`src/logic/tw_consts.vh`:
```
`ifndef TW_CONSTS_VH
`define TW_CONSTS_VH
`define TW_SYS_HZ 10000000
`define TW_BIT_HZ 100000
`define TW_QPB 4
`define TW_DW 8
`define TW_TXW 9
`define TW_FAW 4
`define TW_CMD_BIT 8
`define TW_LAST_BIT 4'h7
`define TW_ACK_BC 4'h8
`define TW_TEN_HDR 5'h1E
`define TW_GC_ADDR 8'h00
`define TW_IRQ_W 11
`define TW_I_RX_OVER 0
`define TW_I_TX_OVER 1
`define TW_I_RX_THR 2
`define TW_I_TX_EMPTY 3
`define TW_I_TX_FULL 4
`define TW_I_RD_REQ 5
`define TW_I_TX_ABRT 6
`define TW_I_ACK_ERR 7
`define TW_I_STOP 8
`define TW_I_START 9
`define TW_I_GEN_CALL 10
`define TW_HW_ONLY 11'h01C
`endif

```
`src/logic/tw_fifo.v`:
```
`timescale 1ns/1ps
`include "tw_consts.vh"
module tw_fifo #(
  parameter W = `TW_DW,
  parameter AW = `TW_FAW
) (
  input wire clk_in, // system clock
  input wire rst_n_in, // sync reset, low
  input wire wr_in, // push strobe
  input wire [W-1:0] wdata_in, // push data
  input wire rd_in, // pop strobe
  output wire [W-1:0] head_out, // oldest entry
  output wire [AW:0] cnt_out, // fill level
  output wire empty_out, // no entries
  output wire full_out // no room
);
  localparam [AW:0] DEPTH = {1'b1, {AW{1'b0}}};
  reg [W-1:0] mem [0:DEPTH-1];
  reg [AW-1:0] wp_r;
  reg [AW-1:0] rp_r;
  reg [AW:0] cnt_r;
  wire do_wr = wr_in & (cnt_r != DEPTH);
  wire do_rd = rd_in & (cnt_r != {(AW+1){1'b0}});
  assign head_out = mem[rp_r];
  assign cnt_out = cnt_r;
  assign empty_out = (cnt_r == {(AW+1){1'b0}});
  assign full_out = (cnt_r == DEPTH);
  always @(posedge clk_in) begin
    if (!rst_n_in) begin
      wp_r <= {AW{1'b0}};
      rp_r <= {AW{1'b0}};
      cnt_r <= {(AW+1){1'b0}};
    end else begin
      if (do_wr)
        wp_r <= wp_r + 1'b1;
      if (do_rd)
        rp_r <= rp_r + 1'b1;
      if (do_wr & !do_rd)
        cnt_r <= cnt_r + 1'b1;
      else if (do_rd & !do_wr)
        cnt_r <= cnt_r - 1'b1;
    end
  end
  always @(posedge clk_in) begin
    if (do_wr)
      mem[wp_r] <= wdata_in;
  end
endmodule // tw_fifo

```
`src/logic/tw_irq.v`:
```
`timescale 1ns/1ps
`include "tw_consts.vh"
module tw_irq (
  input wire clk_in, // system clock
  input wire rst_n_in, // sync reset, low
  input wire [`TW_IRQ_W-1:0] set_in, // event pulses
  input wire [`TW_IRQ_W-1:0] lvl_in, // hardware-held levels
  input wire [`TW_IRQ_W-1:0] clr_in, // clear pulses
  input wire [`TW_IRQ_W-1:0] mask_in, // 1 enables source
  output reg [`TW_IRQ_W-1:0] raw_out, // raw flags
  output reg [`TW_IRQ_W-1:0] mis_out, // masked flags
  output reg irq_out // combined interrupt
);
  wire [`TW_IRQ_W-1:0] hw = `TW_HW_ONLY;
  // set beats clear; hardware-only bits follow their level
  wire [`TW_IRQ_W-1:0] raw_nxt = (hw & lvl_in) |
    (~hw & ((raw_out & ~clr_in) | set_in));
  wire [`TW_IRQ_W-1:0] mis_nxt = raw_nxt & mask_in;
  always @(posedge clk_in) begin
    if (!rst_n_in) begin
      raw_out <= {`TW_IRQ_W{1'b0}};
      mis_out <= {`TW_IRQ_W{1'b0}};
      irq_out <= 1'b0;
    end else begin
      raw_out <= raw_nxt;
      mis_out <= mis_nxt;
      irq_out <= |mis_nxt;
    end
  end
endmodule // tw_irq

```
`src/logic/tw_ctrl.v`:
```
`timescale 1ns/1ps
`include "tw_consts.vh"
module tw_ctrl (
  input wire CLK_SYS_IN, // system clock
  input wire RST_N_IN, // sync reset, low
  input wire ENABLE_IN, // controller enable
  input wire CHAN_SEL_IN, // pin pair select
  input wire MASTER_EN_IN, // master role on
  input wire SLAVE_EN_IN, // slave role on
  input wire SLV_TEN_IN, // slave 10-bit mode
  input wire MST_TEN_IN, // master 10-bit mode
  input wire [9:0] SLV_ADDR_IN, // own slave address
  input wire [9:0] TGT_ADDR_IN, // master target address
  input wire TX_WR_IN, // queue tx entry
  input wire [8:0] TX_DATA_IN, // cmd bit and byte
  input wire RX_RD_IN, // pop rx byte
  input wire [3:0] RX_TL_IN, // rx threshold
  input wire [3:0] TX_TL_IN, // tx threshold
  input wire [10:0] IRQ_MASK_IN, // irq enables
  input wire [10:0] IRQ_CLR_IN, // irq clear pulses
  output reg [7:0] RX_DATA_OUT, // popped rx byte
  output wire [4:0] RX_LEVEL_OUT, // rx fill level
  output wire [4:0] TX_LEVEL_OUT, // tx fill level
  output wire [10:0] RAW_STATUS_OUT, // raw flags
  output wire [10:0] MASKED_STATUS_OUT, // masked flags
  output wire IRQ_OUT, // combined interrupt
  output reg BUS_BUSY_OUT, // start seen, no stop
  output reg MST_ACTIVE_OUT, // master in transfer
  output reg SLV_ACTIVE_OUT, // slave addressed
  input wire DATA_PIN_CHANNEL_ZERO_IN, // ch0 data level
  output wire DATA_PIN_CHANNEL_ZERO_OUT, // ch0 data drive
  output reg DATA_PIN_CHANNEL_ZERO_OE_OUT, // ch0 data enable
  input wire CLOCK_PIN_CHANNEL_ZERO_IN, // ch0 clock level
  output wire CLOCK_PIN_CHANNEL_ZERO_OUT, // ch0 clock drive
  output reg CLOCK_PIN_CHANNEL_ZERO_OE_OUT, // ch0 clock enable
  input wire DATA_PIN_CHANNEL_ONE_IN, // ch1 data level
  output wire DATA_PIN_CHANNEL_ONE_OUT, // ch1 data drive
  output reg DATA_PIN_CHANNEL_ONE_OE_OUT, // ch1 data enable
  input wire CLOCK_PIN_CHANNEL_ONE_IN, // ch1 clock level
  output wire CLOCK_PIN_CHANNEL_ONE_OUT, // ch1 clock drive
  output reg CLOCK_PIN_CHANNEL_ONE_OE_OUT // ch1 clock enable
);
  localparam [31:0] QCYC = `TW_SYS_HZ / (`TW_BIT_HZ * `TW_QPB);
  localparam [7:0] QLAST = QCYC[7:0] - 8'h01;
  localparam [1:0] MS_IDLE = 2'h0;
  localparam [1:0] MS_START = 2'h1;
  localparam [1:0] MS_BYTE = 2'h2;
  localparam [1:0] MS_STOP = 2'h3;
  localparam [1:0] STG_HDR1 = 2'h0;
  localparam [1:0] STG_HDR2 = 2'h1;
  localparam [1:0] STG_DATA = 2'h2;
  localparam [2:0] SS_IDLE = 3'h0;
  localparam [2:0] SS_ADDR = 3'h1;
  localparam [2:0] SS_ACK = 3'h2;
  localparam [2:0] SS_RX = 3'h3;
  localparam [2:0] SS_TX = 3'h4;
  localparam [2:0] SS_TXACK = 3'h5;
  localparam [2:0] SS_WAIT = 3'h6;

  function [7:0] hdr_byte;
    input ten;
    input [9:0] addr;
    input rd;
    begin
      if (ten)
        hdr_byte = {`TW_TEN_HDR, addr[9:8], rd};
      else
        hdr_byte = {addr[6:0], rd};
    end
  endfunction

  //////////////////////////////////////////////////////////////////////////
  // pin sampling, bit-rate divider, bus conditions
  reg [3:0] pin_m_r;
  reg [3:0] pin_s_r;
  reg sda_p_r;
  reg scl_p_r;
  reg [7:0] q_cnt_r;
  reg tick_r;
  reg pin_lo_r;
  wire sda_s = CHAN_SEL_IN ? pin_s_r[2] : pin_s_r[0];
  wire scl_s = CHAN_SEL_IN ? pin_s_r[3] : pin_s_r[1];
  wire start_det = scl_s & scl_p_r & sda_p_r & !sda_s;
  wire stop_det = scl_s & scl_p_r & !sda_p_r & sda_s;
  wire scl_rise = scl_s & !scl_p_r;
  wire scl_fall = !scl_s & scl_p_r;

  always @(posedge CLK_SYS_IN) begin
    if (!RST_N_IN) begin
      pin_m_r <= 4'hF;
      pin_s_r <= 4'hF;
      sda_p_r <= 1'b1;
      scl_p_r <= 1'b1;
      q_cnt_r <= 8'h00;
      tick_r <= 1'b0;
      pin_lo_r <= 1'b0;
      BUS_BUSY_OUT <= 1'b0;
    end else begin
      pin_m_r <= {CLOCK_PIN_CHANNEL_ONE_IN, DATA_PIN_CHANNEL_ONE_IN,
                  CLOCK_PIN_CHANNEL_ZERO_IN, DATA_PIN_CHANNEL_ZERO_IN};
      pin_s_r <= pin_m_r;
      sda_p_r <= sda_s;
      scl_p_r <= scl_s;
      pin_lo_r <= 1'b0;
      if (q_cnt_r == QLAST) begin
        q_cnt_r <= 8'h00;
        tick_r <= 1'b1;
      end else begin
        q_cnt_r <= q_cnt_r + 8'h01;
        tick_r <= 1'b0;
      end
      if (start_det)
        BUS_BUSY_OUT <= 1'b1;
      else if (stop_det)
        BUS_BUSY_OUT <= 1'b0;
    end
  end

  //////////////////////////////////////////////////////////////////////////
  // FIFOs
  reg m_pop_r;
  reg s_pop_r;
  reg m_push_r;
  reg s_push_r;
  reg [7:0] m_pdat_r;
  reg [7:0] s_pdat_r;
  wire [8:0] tx_head;
  wire [7:0] rx_head;
  wire tx_empty;
  wire tx_full;
  wire rx_empty;
  wire rx_full;
  wire rx_push = m_push_r | s_push_r;
  wire [7:0] rx_wdata = m_push_r ? m_pdat_r : s_pdat_r;

  tw_fifo #(.W(`TW_TXW), .AW(`TW_FAW)) u_txf (
    .clk_in(CLK_SYS_IN),
    .rst_n_in(RST_N_IN),
    .wr_in(TX_WR_IN),
    .wdata_in(TX_DATA_IN),
    .rd_in(m_pop_r | s_pop_r),
    .head_out(tx_head),
    .cnt_out(TX_LEVEL_OUT),
    .empty_out(tx_empty),
    .full_out(tx_full)
  );

  tw_fifo #(.W(`TW_DW), .AW(`TW_FAW)) u_rxf (
    .clk_in(CLK_SYS_IN),
    .rst_n_in(RST_N_IN),
    .wr_in(rx_push),
    .wdata_in(rx_wdata),
    .rd_in(RX_RD_IN),
    .head_out(rx_head),
    .cnt_out(RX_LEVEL_OUT),
    .empty_out(rx_empty),
    .full_out(rx_full)
  );

  //////////////////////////////////////////////////////////////////////////
  // master controller
  reg [1:0] m_st_r;
  reg [1:0] m_ph_r;
  reg [1:0] m_stg_r;
  reg [3:0] m_bc_r;
  reg [7:0] m_sh_r;
  reg m_rd_r;
  reg m_tenrs_r;
  reg m_dly_r;
  reg m_sda_low_r;
  reg m_scl_low_r;
  reg m_abrt_r;
  reg m_nack_r;
  reg [2:0] s_st_r;
  wire m_tx = (m_stg_r != STG_DATA) | !m_rd_r;

  always @(posedge CLK_SYS_IN) begin
    if (!RST_N_IN || !ENABLE_IN) begin
      m_st_r <= MS_IDLE;
      m_ph_r <= 2'h0;
      m_stg_r <= STG_HDR1;
      m_bc_r <= 4'h0;
      m_sh_r <= 8'h00;
      m_rd_r <= 1'b0;
      m_tenrs_r <= 1'b0;
      m_dly_r <= 1'b0;
      m_sda_low_r <= 1'b0;
      m_scl_low_r <= 1'b0;
      m_pop_r <= 1'b0;
      m_push_r <= 1'b0;
      m_pdat_r <= 8'h00;
      m_abrt_r <= 1'b0;
      m_nack_r <= 1'b0;
    end else begin
      m_pop_r <= 1'b0;
      m_push_r <= 1'b0;
      m_abrt_r <= 1'b0;
      m_nack_r <= 1'b0;
      if (tick_r) begin
        case (m_st_r)
          MS_IDLE: begin
            // only start on an idle bus, and not while being addressed
            if (MASTER_EN_IN & !tx_empty & !BUS_BUSY_OUT &
                (s_st_r == SS_IDLE)) begin
              m_rd_r <= tx_head[`TW_CMD_BIT];
              m_tenrs_r <= 1'b0;
              m_stg_r <= STG_HDR1;
              m_sh_r <= hdr_byte(MST_TEN_IN, TGT_ADDR_IN,
                tx_head[`TW_CMD_BIT] & !MST_TEN_IN);
              m_st_r <= MS_START;
              m_ph_r <= 2'h1;
              m_dly_r <= 1'b0;
            end
          end
          MS_START: begin
            case (m_ph_r)
              2'h0: m_scl_low_r <= 1'b1;
              2'h1: m_sda_low_r <= 1'b0;
              2'h2: m_scl_low_r <= 1'b0;
              default: begin
                if (scl_s & !m_dly_r)
                  m_dly_r <= 1'b1;
                else if (scl_s) begin
                  m_sda_low_r <= 1'b1;
                  m_dly_r <= 1'b0;
                  m_st_r <= MS_BYTE;
                  m_bc_r <= 4'h0;
                end
              end
            endcase
            if (m_ph_r != 2'h3)
              m_ph_r <= m_ph_r + 2'h1;
            else if (scl_s & m_dly_r)
              m_ph_r <= 2'h0;
          end
          MS_BYTE: begin
            case (m_ph_r)
              2'h0: m_scl_low_r <= 1'b1;
              2'h1: begin
                if (m_bc_r != `TW_ACK_BC)
                  m_sda_low_r <= m_tx & !m_sh_r[7];
                else // ack a read only if another read is queued
                  m_sda_low_r <= !m_tx & !tx_empty &
                    tx_head[`TW_CMD_BIT];
              end
              2'h2: m_scl_low_r <= 1'b0;
              default: begin
                if (scl_s && m_bc_r != `TW_ACK_BC) begin
                  if (m_tx & m_sh_r[7] & !sda_s) begin
                    m_abrt_r <= 1'b1;
                    m_sda_low_r <= 1'b0;
                    m_scl_low_r <= 1'b0;
                    m_st_r <= MS_IDLE;
                  end else begin
                    m_sh_r <= {m_sh_r[6:0], sda_s};
                    m_bc_r <= m_bc_r + 4'h1;
                  end
                end else if (scl_s) begin
                  m_bc_r <= 4'h0;
                  if (m_tx & sda_s) begin
                    m_nack_r <= 1'b1;
                    m_abrt_r <= 1'b1;
                    m_st_r <= MS_STOP;
                  end else if (m_stg_r == STG_HDR1 & MST_TEN_IN &
                               !m_tenrs_r) begin
                    m_stg_r <= STG_HDR2;
                    m_sh_r <= TGT_ADDR_IN[7:0];
                  end else if (m_stg_r == STG_HDR2 & m_rd_r) begin
                    m_tenrs_r <= 1'b1;
                    m_stg_r <= STG_HDR1;
                    m_sh_r <= hdr_byte(1'b1, TGT_ADDR_IN, 1'b1);
                    m_st_r <= MS_START;
                  end else begin
                    if (m_stg_r == STG_DATA & m_rd_r) begin
                      m_push_r <= 1'b1;
                      m_pdat_r <= m_sh_r;
                    end
                    if (tx_empty)
                      m_st_r <= MS_STOP;
                    else if (tx_head[`TW_CMD_BIT] != m_rd_r) begin
                      m_rd_r <= tx_head[`TW_CMD_BIT];
                      m_tenrs_r <= 1'b0;
                      m_stg_r <= STG_HDR1;
                      m_sh_r <= hdr_byte(MST_TEN_IN, TGT_ADDR_IN,
                        tx_head[`TW_CMD_BIT] & !MST_TEN_IN);
                      m_st_r <= MS_START;
                    end else begin
                      m_stg_r <= STG_DATA;
                      m_pop_r <= 1'b1;
                      m_sh_r <= tx_head[7:0];
                    end
                  end
                end
              end
            endcase
            if (m_ph_r != 2'h3 || scl_s)
              m_ph_r <= m_ph_r + 2'h1;
          end
          MS_STOP: begin
            case (m_ph_r)
              2'h0: m_scl_low_r <= 1'b1;
              2'h1: m_sda_low_r <= 1'b1;
              2'h2: m_scl_low_r <= 1'b0;
              default: begin
                if (scl_s & !m_dly_r)
                  m_dly_r <= 1'b1;
                else if (scl_s) begin
                  m_sda_low_r <= 1'b0;
                  m_dly_r <= 1'b0;
                  m_st_r <= MS_IDLE;
                end
              end
            endcase
            if (m_ph_r != 2'h3)
              m_ph_r <= m_ph_r + 2'h1;
            else if (scl_s & m_dly_r)
              m_ph_r <= 2'h0;
          end
          default: m_st_r <= MS_IDLE;
        endcase
      end
    end
  end

  //////////////////////////////////////////////////////////////////////////
  // slave controller
  reg [2:0] s_go_r;
  reg [3:0] s_bc_r;
  reg [7:0] s_sh_r;
  reg s_hb_r;
  reg s_ten_ok_r;
  reg s_mnack_r;
  reg s_sda_low_r;
  reg s_scl_low_r;
  reg s_rdreq_r;
  reg s_gc_r;

  task s_load;
    begin
      if (tx_empty) begin
        s_scl_low_r <= 1'b1;
        s_rdreq_r <= 1'b1;
        s_st_r <= SS_WAIT;
      end else begin
        s_pop_r <= 1'b1;
        s_sh_r <= tx_head[7:0];
        s_sda_low_r <= !tx_head[7];
        s_bc_r <= 4'h0;
        s_st_r <= SS_TX;
      end
    end
  endtask

  always @(posedge CLK_SYS_IN) begin
    if (!RST_N_IN || !ENABLE_IN || !SLAVE_EN_IN) begin
      s_st_r <= SS_IDLE;
      s_go_r <= SS_IDLE;
      s_bc_r <= 4'h0;
      s_sh_r <= 8'h00;
      s_hb_r <= 1'b0;
      s_ten_ok_r <= 1'b0;
      s_mnack_r <= 1'b0;
      s_sda_low_r <= 1'b0;
      s_scl_low_r <= 1'b0;
      s_pop_r <= 1'b0;
      s_push_r <= 1'b0;
      s_pdat_r <= 8'h00;
      s_rdreq_r <= 1'b0;
      s_gc_r <= 1'b0;
    end else begin
      s_pop_r <= 1'b0;
      s_push_r <= 1'b0;
      s_rdreq_r <= 1'b0;
      s_gc_r <= 1'b0;
      if (start_det) begin
        s_st_r <= SS_ADDR;
        s_bc_r <= 4'h0;
        s_hb_r <= 1'b0;
        s_sda_low_r <= 1'b0;
        s_scl_low_r <= 1'b0;
      end else if (stop_det) begin
        s_st_r <= SS_IDLE;
        s_ten_ok_r <= 1'b0;
        s_sda_low_r <= 1'b0;
        s_scl_low_r <= 1'b0;
      end else begin
        case (s_st_r)
          SS_ADDR, SS_RX: begin
            if (scl_rise) begin
              s_sh_r <= {s_sh_r[6:0], sda_s};
              s_bc_r <= s_bc_r + 4'h1;
            end else if (scl_fall && s_bc_r == `TW_ACK_BC) begin
              s_bc_r <= 4'h0;
              s_sda_low_r <= 1'b1;
              s_st_r <= SS_ACK;
              s_go_r <= SS_RX;
              if (s_st_r == SS_RX) begin
                s_push_r <= 1'b1;
                s_pdat_r <= s_sh_r;
              end else if (s_sh_r == `TW_GC_ADDR)
                s_gc_r <= 1'b1;
              else if (!SLV_TEN_IN) begin
                if (s_sh_r[7:1] == SLV_ADDR_IN[6:0])
                  s_go_r <= s_sh_r[0] ? SS_TX : SS_RX;
                else begin
                  s_sda_low_r <= 1'b0;
                  s_st_r <= SS_IDLE;
                end
              end else if (s_hb_r) begin
                if (s_sh_r == SLV_ADDR_IN[7:0])
                  s_ten_ok_r <= 1'b1;
                else begin
                  s_sda_low_r <= 1'b0;
                  s_st_r <= SS_IDLE;
                end
              end else if (s_sh_r[7:1] ==
                           {`TW_TEN_HDR, SLV_ADDR_IN[9:8]} &&
                           (!s_sh_r[0] || s_ten_ok_r)) begin
                s_hb_r <= !s_sh_r[0];
                s_go_r <= s_sh_r[0] ? SS_TX : SS_ADDR;
              end else begin
                s_sda_low_r <= 1'b0;
                s_st_r <= SS_IDLE;
              end
            end
          end
          SS_ACK: begin
            if (scl_fall) begin
              s_sda_low_r <= 1'b0;
              s_bc_r <= 4'h0;
              if (s_go_r == SS_TX)
                s_load;
              else
                s_st_r <= s_go_r;
            end
          end
          SS_TX: begin
            if (s_scl_low_r & tick_r)
              s_scl_low_r <= 1'b0;
            if (scl_fall && s_bc_r == `TW_LAST_BIT) begin
              s_sda_low_r <= 1'b0;
              s_st_r <= SS_TXACK;
            end else if (scl_fall) begin
              s_sh_r <= {s_sh_r[6:0], 1'b0};
              s_sda_low_r <= !s_sh_r[6];
              s_bc_r <= s_bc_r + 4'h1;
            end
          end
          SS_TXACK: begin
            if (scl_rise)
              s_mnack_r <= sda_s;
            else if (scl_fall & !s_mnack_r)
              s_load;
            else if (scl_fall)
              s_st_r <= SS_IDLE;
          end
          SS_WAIT: begin
            if (!tx_empty)
              s_load;
          end
          default: s_st_r <= SS_IDLE;
        endcase
      end
    end
  end

  //////////////////////////////////////////////////////////////////////////
  // interrupt sources
  reg [10:0] irq_set;
  reg [10:0] irq_lvl;
  always @* begin
    irq_set = {`TW_IRQ_W{1'b0}};
    irq_lvl = {`TW_IRQ_W{1'b0}};
    irq_set[`TW_I_RX_OVER] = rx_push & rx_full;
    irq_set[`TW_I_TX_OVER] = TX_WR_IN & tx_full;
    irq_set[`TW_I_RD_REQ] = s_rdreq_r;
    irq_set[`TW_I_TX_ABRT] = m_abrt_r;
    irq_set[`TW_I_ACK_ERR] = m_nack_r;
    irq_set[`TW_I_STOP] = stop_det;
    irq_set[`TW_I_START] = start_det;
    irq_set[`TW_I_GEN_CALL] = s_gc_r;
    irq_lvl[`TW_I_RX_THR] = RX_LEVEL_OUT > {1'b0, RX_TL_IN};
    irq_lvl[`TW_I_TX_EMPTY] = TX_LEVEL_OUT <= {1'b0, TX_TL_IN};
    irq_lvl[`TW_I_TX_FULL] = tx_full;
  end

  tw_irq u_irq (
    .clk_in(CLK_SYS_IN),
    .rst_n_in(RST_N_IN),
    .set_in(irq_set),
    .lvl_in(irq_lvl),
    .clr_in(IRQ_CLR_IN),
    .mask_in(IRQ_MASK_IN),
    .raw_out(RAW_STATUS_OUT),
    .mis_out(MASKED_STATUS_OUT),
    .irq_out(IRQ_OUT)
  );

  //////////////////////////////////////////////////////////////////////////
  // pin drive and status
  wire sda_low = m_sda_low_r | s_sda_low_r;
  wire scl_low = m_scl_low_r | s_scl_low_r;
  assign DATA_PIN_CHANNEL_ZERO_OUT = pin_lo_r;
  assign CLOCK_PIN_CHANNEL_ZERO_OUT = pin_lo_r;
  assign DATA_PIN_CHANNEL_ONE_OUT = pin_lo_r;
  assign CLOCK_PIN_CHANNEL_ONE_OUT = pin_lo_r;
  always @(posedge CLK_SYS_IN) begin
    if (!RST_N_IN) begin
      DATA_PIN_CHANNEL_ZERO_OE_OUT <= 1'b0;
      CLOCK_PIN_CHANNEL_ZERO_OE_OUT <= 1'b0;
      DATA_PIN_CHANNEL_ONE_OE_OUT <= 1'b0;
      CLOCK_PIN_CHANNEL_ONE_OE_OUT <= 1'b0;
      MST_ACTIVE_OUT <= 1'b0;
      SLV_ACTIVE_OUT <= 1'b0;
      RX_DATA_OUT <= 8'h00;
    end else begin
      DATA_PIN_CHANNEL_ZERO_OE_OUT <= !CHAN_SEL_IN & sda_low;
      CLOCK_PIN_CHANNEL_ZERO_OE_OUT <= !CHAN_SEL_IN & scl_low;
      DATA_PIN_CHANNEL_ONE_OE_OUT <= CHAN_SEL_IN & sda_low;
      CLOCK_PIN_CHANNEL_ONE_OE_OUT <= CHAN_SEL_IN & scl_low;
      MST_ACTIVE_OUT <= (m_st_r != MS_IDLE);
      SLV_ACTIVE_OUT <= (s_st_r != SS_IDLE) & (s_st_r != SS_ADDR);
      if (RX_RD_IN & !rx_empty)
        RX_DATA_OUT <= rx_head;
    end
  end
endmodule // tw_ctrl

```
`config.mk`:
```
export PLATFORM = sky130hd
export DESIGN_NAME = tw_ctrl
export DESIGN_NICKNAME = d
export VERILOG_FILES = /design/src/logic/tw_fifo.v /design/src/logic/tw_irq.v /design/src/logic/tw_ctrl.v
export VERILOG_INCLUDE_DIRS = /design/src /design/src/logic
export SDC_FILE = /design/constraint.sdc
export NUM_CORES = 1
export LEC_CHECK = 0
export BUFFER_PORTS_ARGS = -buffer_cell sky130_fd_sc_hd__buf_4
export CORE_ASPECT_RATIO = 1.75
export CORE_UTILIZATION = 55
export DETAILED_ROUTE_END_ITERATION = 8
export GPL_ROUTABILITY_DRIVEN = 0
export PLACE_DENSITY = 0.76
export SLEW_MARGIN = 20
export SYNTH_ARGS = -nofsm -noshare
export SYNTH_HDL_FRONTEND = slang
export SYNTH_SLANG_ARGS = --single-unit
```
`constraint.sdc`:
```
create_clock -name CLK_SYS_IN -period 3.9 [get_ports CLK_SYS_IN]
set_clock_uncertainty 0.1 [all_clocks]
set_input_delay 0.39 -clock CLK_SYS_IN [delete_from_list [all_inputs] [get_ports CLK_SYS_IN]]
set_output_delay 0.39 -clock CLK_SYS_IN [all_outputs]
set_load 0.02 [all_outputs]
```
==> qor.yml, run 1 <==
cells_and_area:
  finalCoreUtilization_pct: 64.48
  nets: 1693
  layout-drive-gt1-share_pct: 20.21
  synthToLayoutAreaGrowth_pct: 14.92
  num-fill-cells: 2431
  n_antenna_cell: 0
global_route:
  number_of_global_route_vias_before_repair: 12493
  grt_first_pass_wirelength_mm: 67.07
  grt_antenna_before_repair: 0
  globalRoute.totalOverflow: 0
  grt_max_degree: 36
  grt_usage_pct: 25.71
sta:
  setup_violations: 0
  fin_hold_ws_ns: 0.02561
  rsz0062_at_grt: "no"
  timing_hold_violations_final: 0
  final.min_clock_period_ns: 3.317
  fin_crit_sh_pct: 85.06
  setup_tns_ns: 0
  fmax_mhz: 301.4
  timing.slew.headroom_pct: 26.24
  tightest_slew_ns: 1.098
  worst_slack_ns: 0.5825
  slew_viol_final: 0
placed_design:
  buffer_ports.inserted: 117
  dp_hpwl_mm: 31.03
  dp_slack_ns: 0.5904
route:
  detail_route.drc_violations: 0
  routed_wire_length_per_instance_um: 21.04
  route.detailed.vias_per_inst: 5.913
  detail_route_antenna_nets: 0
  routed_wirelength_mm: 43.31
  route.vias.total: 12168
  drtIter0Drc: 784
  drt_first_pass_iters: 5
synthesis:
  yosys.area_share.xor_xnor_pct: 2.113
  synth_edf_count: 272
  yosysUniqueCellTypes: 68
  ys_dominant_reg_cell: "sky130_fd_sc_hd__edfxtp_1"
  synth_simple_gate_area_share_pct: 11.47
  yosys_register_bits: 429
  netlist_instances: 1456
  synth_compound_area_share_pct: 8.304
  syn-mean-instance-area_sq_um: 12.77
  post_synth_fa_ha_maj_area_fraction_pct: 2.638
  async_reset_ff_share_pct: 0
  yosysWarnings: 0
  ys_seq_area_share_pct: 60.83
  synth_area_sq_um: 18590
  post_synth_mux_area_share_pct: 11.59
  synth_top_family_by_area: "multiplexers"
critical_path:
  cp_max_fo: 13
  crit_arrival_ns: 3.67
  worst_setup_path_end_kind: "flop"
  critical_path_class: "reg2reg"
  crit_path_start_kind: "flop"
  timing.critical_path.buf_inv: 2
  cpMaxStageDelayCell: "sky130_fd_sc_hd__nor4_1"
  critical-path-max-stage-delay_ns: 0.50
  crit_chain: "nor4_1 -> nand2_1 -> and2_1 -> clkinv_1 -> ha_1 -> inv_1 -> ha_1 -> a21o_1 -> a21oi_1 -> xnor2_1 -> or3_1 -> a21oi_1"
  worst_path_dominant_cell_family: "simple AND/OR/NAND/NOR gates"
  worstPathRequired_ns: 4.26
power_and_ir_drop:
  p_leak_nw: 7.003
  power-per-cell-area_nw_per_um2: 442.0
  vdd_drop_max_uv: 470.4
min_path:
  min_path_type: "in2reg"
clock_network:
  cts_tree: "built"
  clkSlewWorstSetupHoldPaths_ns: 0.07
  cts_sinks: 429
  cts-htree-levels: 2
  numCtsBuffers: 38
  clk_latency_ns: 0.55
  cts_setup_buffers: 0
  cts-root-to-sink-buffers: 3
  cts.root.buffer_cell: "sky130_fd_sc_hd__clkbuf_16"
floorplanning:
  die-width_um: 141.0
  floorplan.initialDensity_pct: 56.10
  core.rowCount: 88
  io_pins: 125
  die_h_um: 245.2
  design.die.area_sq_um: 34580
  core_sq_um: 33140
job:
  drv_cap: 0
run_status:
  status: "completed"
## cell families after synthesis
| kind of cell | Yosys count |
|---|---|
| DFF | 429 |
| and+or+nand+nor | 448 |
| AOI/OAI and AO/OA | 243 |
| other | 1 |
| adders and majority gates | 38 |
| muxes | 121 |
| buffers and inverters | 132 |
| xor gates and xnor gates | 44 |
## layout make-up
type | count | area [sq um] | area share (%)
clock buffer | 44 | 993.5 | 4.649
clock inverter | 22 | 271.5 | 1.271
inverter | 42 | 157.7 | 0.7377
multi-input combinational | 898 | 6736 | 31.52
sequential | 429 | 11310 | 52.94
tap | 450 | 563.0 | 2.635
timing repair buffer | 173 | 1334 | 6.242
## registers in the layout, summed over array words and instances (netlist names), 4 cells and up, named ones only
| signal | cells |
|---|---|
| u_txf.rp_r | 4 |
| s_pdat_r | 8 |
| u_txf.mem | 144 |
| u_rxf.rp_r | 4 |
| m_pdat_r | 8 |
| q_cnt_r | 8 |
| u_rxf.mem | 128 |
| m_sh_r | 8 |
| u_txf.cnt_out | 5 |
| pin_s_r | 4 |
| u_txf.wp_r | 4 |
| s_bc_r | 4 |
| s_sh_r | 8 |
| pin_m_r | 4 |
| u_irq.raw_out | 11 |
| u_rxf.wp_r | 4 |
| u_rxf.cnt_out | 5 |
| RX_DATA_OUT | 8 |
| u_irq.mis_out | 11 |
| m_bc_r | 4 |
## cells in the mapped netlist, drive strengths merged (4+ instances only)
library cell / instances / area share [%]
mux4: 73 / 8.8
xor2: 21 / 1.0
mux2i: 33 / 1.8
a221oi: 5 / 0.24
nor4: 10 / 0.34
nand2: 101 / 2.0
and3: 14 / 0.47
mux2: 15 / 0.91
a22oi: 10 / 0.40
nand4: 12 / 0.40
a21o: 9 / 0.36
o31ai: 12 / 0.48
or3: 10 / 0.34
nor2: 148 / 3.0
dfxtp: 157 / 17
edfxtp: 272 / 44
xnor2: 23 / 1.1
nor3: 37 / 1.0
inv: 39 / 0.79
a311oi: 9 / 0.42
or2: 6 / 0.20
nor2b: 8 / 0.27
a21bo: 4 / 0.22
o21a: 6 / 0.24
nand2b: 30 / 1.0
nand3b: 4 / 0.16
a211oi: 9 / 0.39
ha: 36 / 2.4
clkbuf: 60 / 1.2
nand3: 36 / 0.97
a21oi: 79 / 2.1
o21ai: 47 / 1.3
o221ai: 7 / 0.33
and2: 17 / 0.57
a31oi: 12 / 0.40
o22ai: 10 / 0.34
o211ai: 7 / 0.28
buf: 30 / 0.97
or4: 5 / 0.20
## cell usage in the layout (no fill, tap or decap), types with 14 or more instances in the layout
cell type / Yosys / final
sky130_fd_sc_hd__edfxtp_1: 272 / 272
sky130_fd_sc_hd__buf_4: 6 / 159
sky130_fd_sc_hd__dfxtp_1: 157 / 155
sky130_fd_sc_hd__nor2_1: 147 / 147
sky130_fd_sc_hd__nand2_1: 101 / 101
sky130_fd_sc_hd__a21oi_1: 79 / 79
sky130_fd_sc_hd__mux4_2: 73 / 73
sky130_fd_sc_hd__o21ai_0: 43 / 43
sky130_fd_sc_hd__inv_1: 39 / 38
sky130_fd_sc_hd__clkbuf_16: 0 / 38
sky130_fd_sc_hd__nand3_1: 36 / 36
sky130_fd_sc_hd__ha_1: 36 / 36
sky130_fd_sc_hd__nor3_1: 35 / 35
sky130_fd_sc_hd__mux2i_1: 32 / 32
sky130_fd_sc_hd__nand2b_1: 30 / 30
sky130_fd_sc_hd__xnor2_1: 23 / 23
sky130_fd_sc_hd__xor2_1: 20 / 20
sky130_fd_sc_hd__and2_1: 17 / 17
sky130_fd_sc_hd__mux2_2: 15 / 15
sky130_fd_sc_hd__and3_1: 14 / 14
sky130_fd_sc_hd__dlygate4sd3_1: 0 / 14
## what timing repair did
item | CTS | global route
hold buffers | 14 | 0
gates resized for setup | 0 | 0
hold endpoints to repair | 15 | 0
## power breakdown
group | internal (mW) | total (mW) | switching (mW) | leakage, nW
registers | 4.87 | 4.92 | 0.0483 | 3.45
logic | 0.268 | 0.682 | 0.414 | 2.94
clock network | 2.18 | 3.85 | 1.67 | 0.614
total | 7.32 | 9.45 | 2.13 | 7.00
## worst paths after layout
path,from,to,slack (ns),cells past startpoint
hold reg to reg,pin_m_r[2]$_SDFF_PN1_,pin_s_r[2]$_SDFF_PN1_,0.31,1
setup reg to reg,u_rxf.cnt_out[1]$_SDFFE_PN0P_,u_rxf.cnt_out[4]$_SDFFE_PN0P_,0.58,12
setup / recovery,u_rxf.cnt_out[1]$_SDFFE_PN0P_,u_rxf.cnt_out[4]$_SDFFE_PN0P_,0.58,12
hold / removal,IRQ_MASK_IN[7],u_irq.mis_out[7]$_SDFF_PN0_,0.03,2
## layer usage
| metal | track usage (%) | up-vias | part of all wire [%] |
|---|---|---|---|
| li1 | - | 5661 | - |
| met1 | 24.31 | 5947 | 32 |
| met2 | 51.24 | 400 | 58 |
| met3 | 3.414 | 160 | 3.9 |
| met4 | 15.41 | 0 | 6.0 |
| met5 | 0 | - | 0 |
## per-stage QoR
stage	area, sq um	std cells	power (mW)
global placement	19960	1978	5.646
floorplan	18610	1459	5.406
finish	21370	2058	9.446
detailed placement	19960	1978	5.670
global route	21370	2058	9.717
CTS	21370	2058	9.491
Note: power is estimated with default switching activity, not from simulation.
==> inputs of run 2 (changes only) <==
--- a/config.mk
+++ b/config.mk
@@ -11,7 +11,7 @@
 export CORE_UTILIZATION = 55
 export DETAILED_ROUTE_END_ITERATION = 8
 export GPL_ROUTABILITY_DRIVEN = 0
-export PLACE_DENSITY = 0.76
+export PLACE_DENSITY = 0.78
 export SLEW_MARGIN = 20
 export SYNTH_ARGS = -nofsm -noshare
 export SYNTH_HDL_FRONTEND = slang
==> qor.yml, run 2 (synthesis gave the netlist of run 1 again) <==
run_status:
  status: "completed"
global_route:
  grt_antenna_before_repair: 0  # unchanged
  grt_max_degree: 36  # unchanged
  grt_usage_pct: 26.17  # +0.47 points
  number_of_global_route_vias_before_repair: 12694  # +1.6%
  grt_first_pass_wirelength_mm: 68.33  # +1.9%
  globalRoute.totalOverflow: 0  # unchanged
critical_path:
  critical_path_class: "reg2reg"
  cp_max_fo: 8  # -5
  worst_setup_path_end_kind: "flop"
  crit_arrival_ns: 3.68  # about the same
  reg2reg_depth: 11  # -1
  r2r_setup_slack_ns: 0.57  # about the same
  crit_path_start_kind: "flop"
  critical_path.startpoint: "u_txf.cnt_out[0]$_SDFFE_PN0P_"
  rr_startpoint: "u_txf.cnt_out[0]$_SDFFE_PN0P_"
  worstPathRequired_ns: 4.25  # about the same
  reg2reg_to: "u_txf.cnt_out[4]$_SDFFE_PN0P_"
min_path:
  worstHoldEndpoint: "u_irq.mis_out[3]$_SDFF_PN0_"
  hold_depth: 2  # unchanged
  hold_path_startpoint: "IRQ_MASK_IN[3]"
  min_path_type: "in2reg"
clock_network:
  clkSlewWorstSetupHoldPaths_ns: 0.07  # about the same
  cts-root-to-sink-buffers: 3  # unchanged
  postCtsResizedCells: 0  # unchanged
  clk_latency_ns: 0.55  # about the same
  cts.root.buffer_cell: "sky130_fd_sc_hd__clkbuf_16"
  cts_tree: "built"
  cts_sinks: 429  # unchanged
  numCtsBuffers: 38  # unchanged
  cts-htree-levels: 2  # unchanged
floorplanning:
  core.rowCount: 88  # unchanged
  die-width_um: 141.0  # unchanged
  design.die.area_sq_um: 34580  # unchanged
  core_sq_um: 33140  # unchanged
  io_pins: 125  # unchanged
  floorplan.initialDensity_pct: 56.10  # unchanged
  die_h_um: 245.2  # unchanged
sta:
  final.min_clock_period_ns: 3.330  # +0.01296 ns
  fmax_mhz: 300.3  # -0.39%
  setup_violations: 0  # unchanged
  tightest_slew_ns: 1.106  # +0.007695 ns
  timing_hold_violations_final: 0  # unchanged
  fin_crit_sh_pct: 85.40  # +0.33 points
  slew_viol_final: 0  # unchanged
  timing.slew.headroom_pct: 25.73  # -0.52 points
  worst_slack_ns: 0.5696  # -0.01296 ns
  setup_tns_ns: 0  # unchanged
  rsz0062_at_grt: "no"
placed_design:
  buffer_ports.inserted: 117  # unchanged
  dp_slack_ns: 0.5657  # -0.02466 ns
  dp_hpwl_mm: 30.84  # -0.60%
cells_and_area:
  n_antenna_cell: 0  # unchanged
  synthToLayoutAreaGrowth_pct: 14.60
  mostFrequentLayoutCell: "sky130_fd_sc_hd__edfxtp_1"
  layout.cells.most_common_list: "sky130_fd_sc_hd__edfxtp_1 (272), sky130_fd_sc_hd__dfxtp_1 (154), sky130_fd_sc_hd__buf_4 (154)"
  largestRegisters: "u_txf.mem: 144 flops, u_rxf.mem: 128 flops"
  layout-drive-gt1-share_pct: 19.78  # -0.44 points
  regMostFlops: "u_txf.mem"
  nets: 1688  # -0.30%
  largest_reg_flops: 144  # unchanged
route:
  detail_route_antenna_nets: 0  # unchanged
  routed_wirelength_mm: 43.72  # +0.95%
  route.vias.total: 12148  # -0.16%
  drtIter0Drc: 712  # -9.2%
  drt_first_pass_iters: 5  # unchanged
  routed_wire_length_per_instance_um: 21.30  # +1.2%
  detail_route.drc_violations: 0  # unchanged
  route.detailed.vias_per_inst: 5.917  # about the same
power_and_ir_drop:
  power-per-cell-area_nw_per_um2: 438.7  # -0.75%
  vdd_drop_max_uv: 470.6  # about the same
  p_leak_nw: 6.964  # -0.56%
job:
  drv_cap: 0  # unchanged
==> run 2: metal layers <==
metal	wire, um	share of wire (%)	track usage (%)	vias up
met2	25350	58	52.00	383
li1	-	-	-	5654
met1	14180	32	24.90	5957
met3	1526	3.5	3.141	154
met5	0	0	0	-
met4	2673	6.1	16.27	0
==> run 2: final cells by class <==
type | count | area (sq um)
fill | 2401 | 11830
sequential | 429 | 11310
multi-input combinational | 898 | 6736
timing repair buffer | 168 | 1296
clock buffer | 44 | 1005
tap | 450 | 563.0
clock inverter | 22 | 236.5
inverter | 42 | 157.7
==> run 2: worst max path at each step <==
stage | endpoint | slack, ns | cells after the start
CTS | u_txf.cnt_out[4]$_SDFFE_PN0P_ | 0.55 | 11
detailed placement | u_txf.cnt_out[4]$_SDFFE_PN0P_ | 0.57 | 11
global placement | u_txf.cnt_out[4]$_SDFFE_PN0P_ | 0.64 | 11
finish | u_txf.cnt_out[4]$_SDFFE_PN0P_ | 0.57 | 11
floorplan | u_txf.cnt_out[4]$_SDFFE_PN0P_ | 0.70 | 13
global route | u_txf.cnt_out[4]$_SDFFE_PN0P_ | 0.27 | 11
==> run 2: power breakdown <==
group	leakage, nW	switching [mW]	internal [mW]	total, mW
Sequential	3.45	0.0496	4.87	4.92
Combinational	2.91	0.406	0.267	0.673
Clock	0.597	1.63	2.13	3.76
==> run 2: what timing repair did <==
item                                   4_1_cts  5_1_grt
endpoints found under the hold margin       15        0
hold buffers                                14        0
setup buffers                                0        0
==> run 2: stage by stage <==
| stage | utilization, % | power (mW) | hold WS, ns | cells | cell area, sq um |
|---|---|---|---|---|---|
| 2_1_floorplan | - | 5.406 | 0.2863 | 1459 | 18610 |
| 3_3_place_gp | 60.13 | 5.642 | 0.2891 | 1973 | 19930 |
| 3_5_place_dp | 60.13 | 5.668 | 0.2973 | 1973 | 19930 |
| 4_1_cts | 64.30 | 9.401 | 0.008635 | 2053 | 21310 |
| 5_1_grt | 64.30 | 9.619 | 0.01886 | 2053 | 21310 |
| 6_report | 64.30 | 9.348 | 0.02931 | 2053 | 21310 |
==> run 2: critical path: stages, from the launching register on <==
cell	delay, ns
sky130_fd_sc_hd__dfxtp_1	0.47
sky130_fd_sc_hd__or4_1	0.30
sky130_fd_sc_hd__nor2_1	0.11
sky130_fd_sc_hd__nor2b_1	0.57
sky130_fd_sc_hd__ha_1	0.31
sky130_fd_sc_hd__inv_1	0.11
sky130_fd_sc_hd__fa_1	0.41
sky130_fd_sc_hd__a21o_1	0.17
sky130_fd_sc_hd__a21oi_1	0.17
sky130_fd_sc_hd__xnor2_1	0.09
sky130_fd_sc_hd__or3_1	0.30
sky130_fd_sc_hd__a21oi_1	0.13
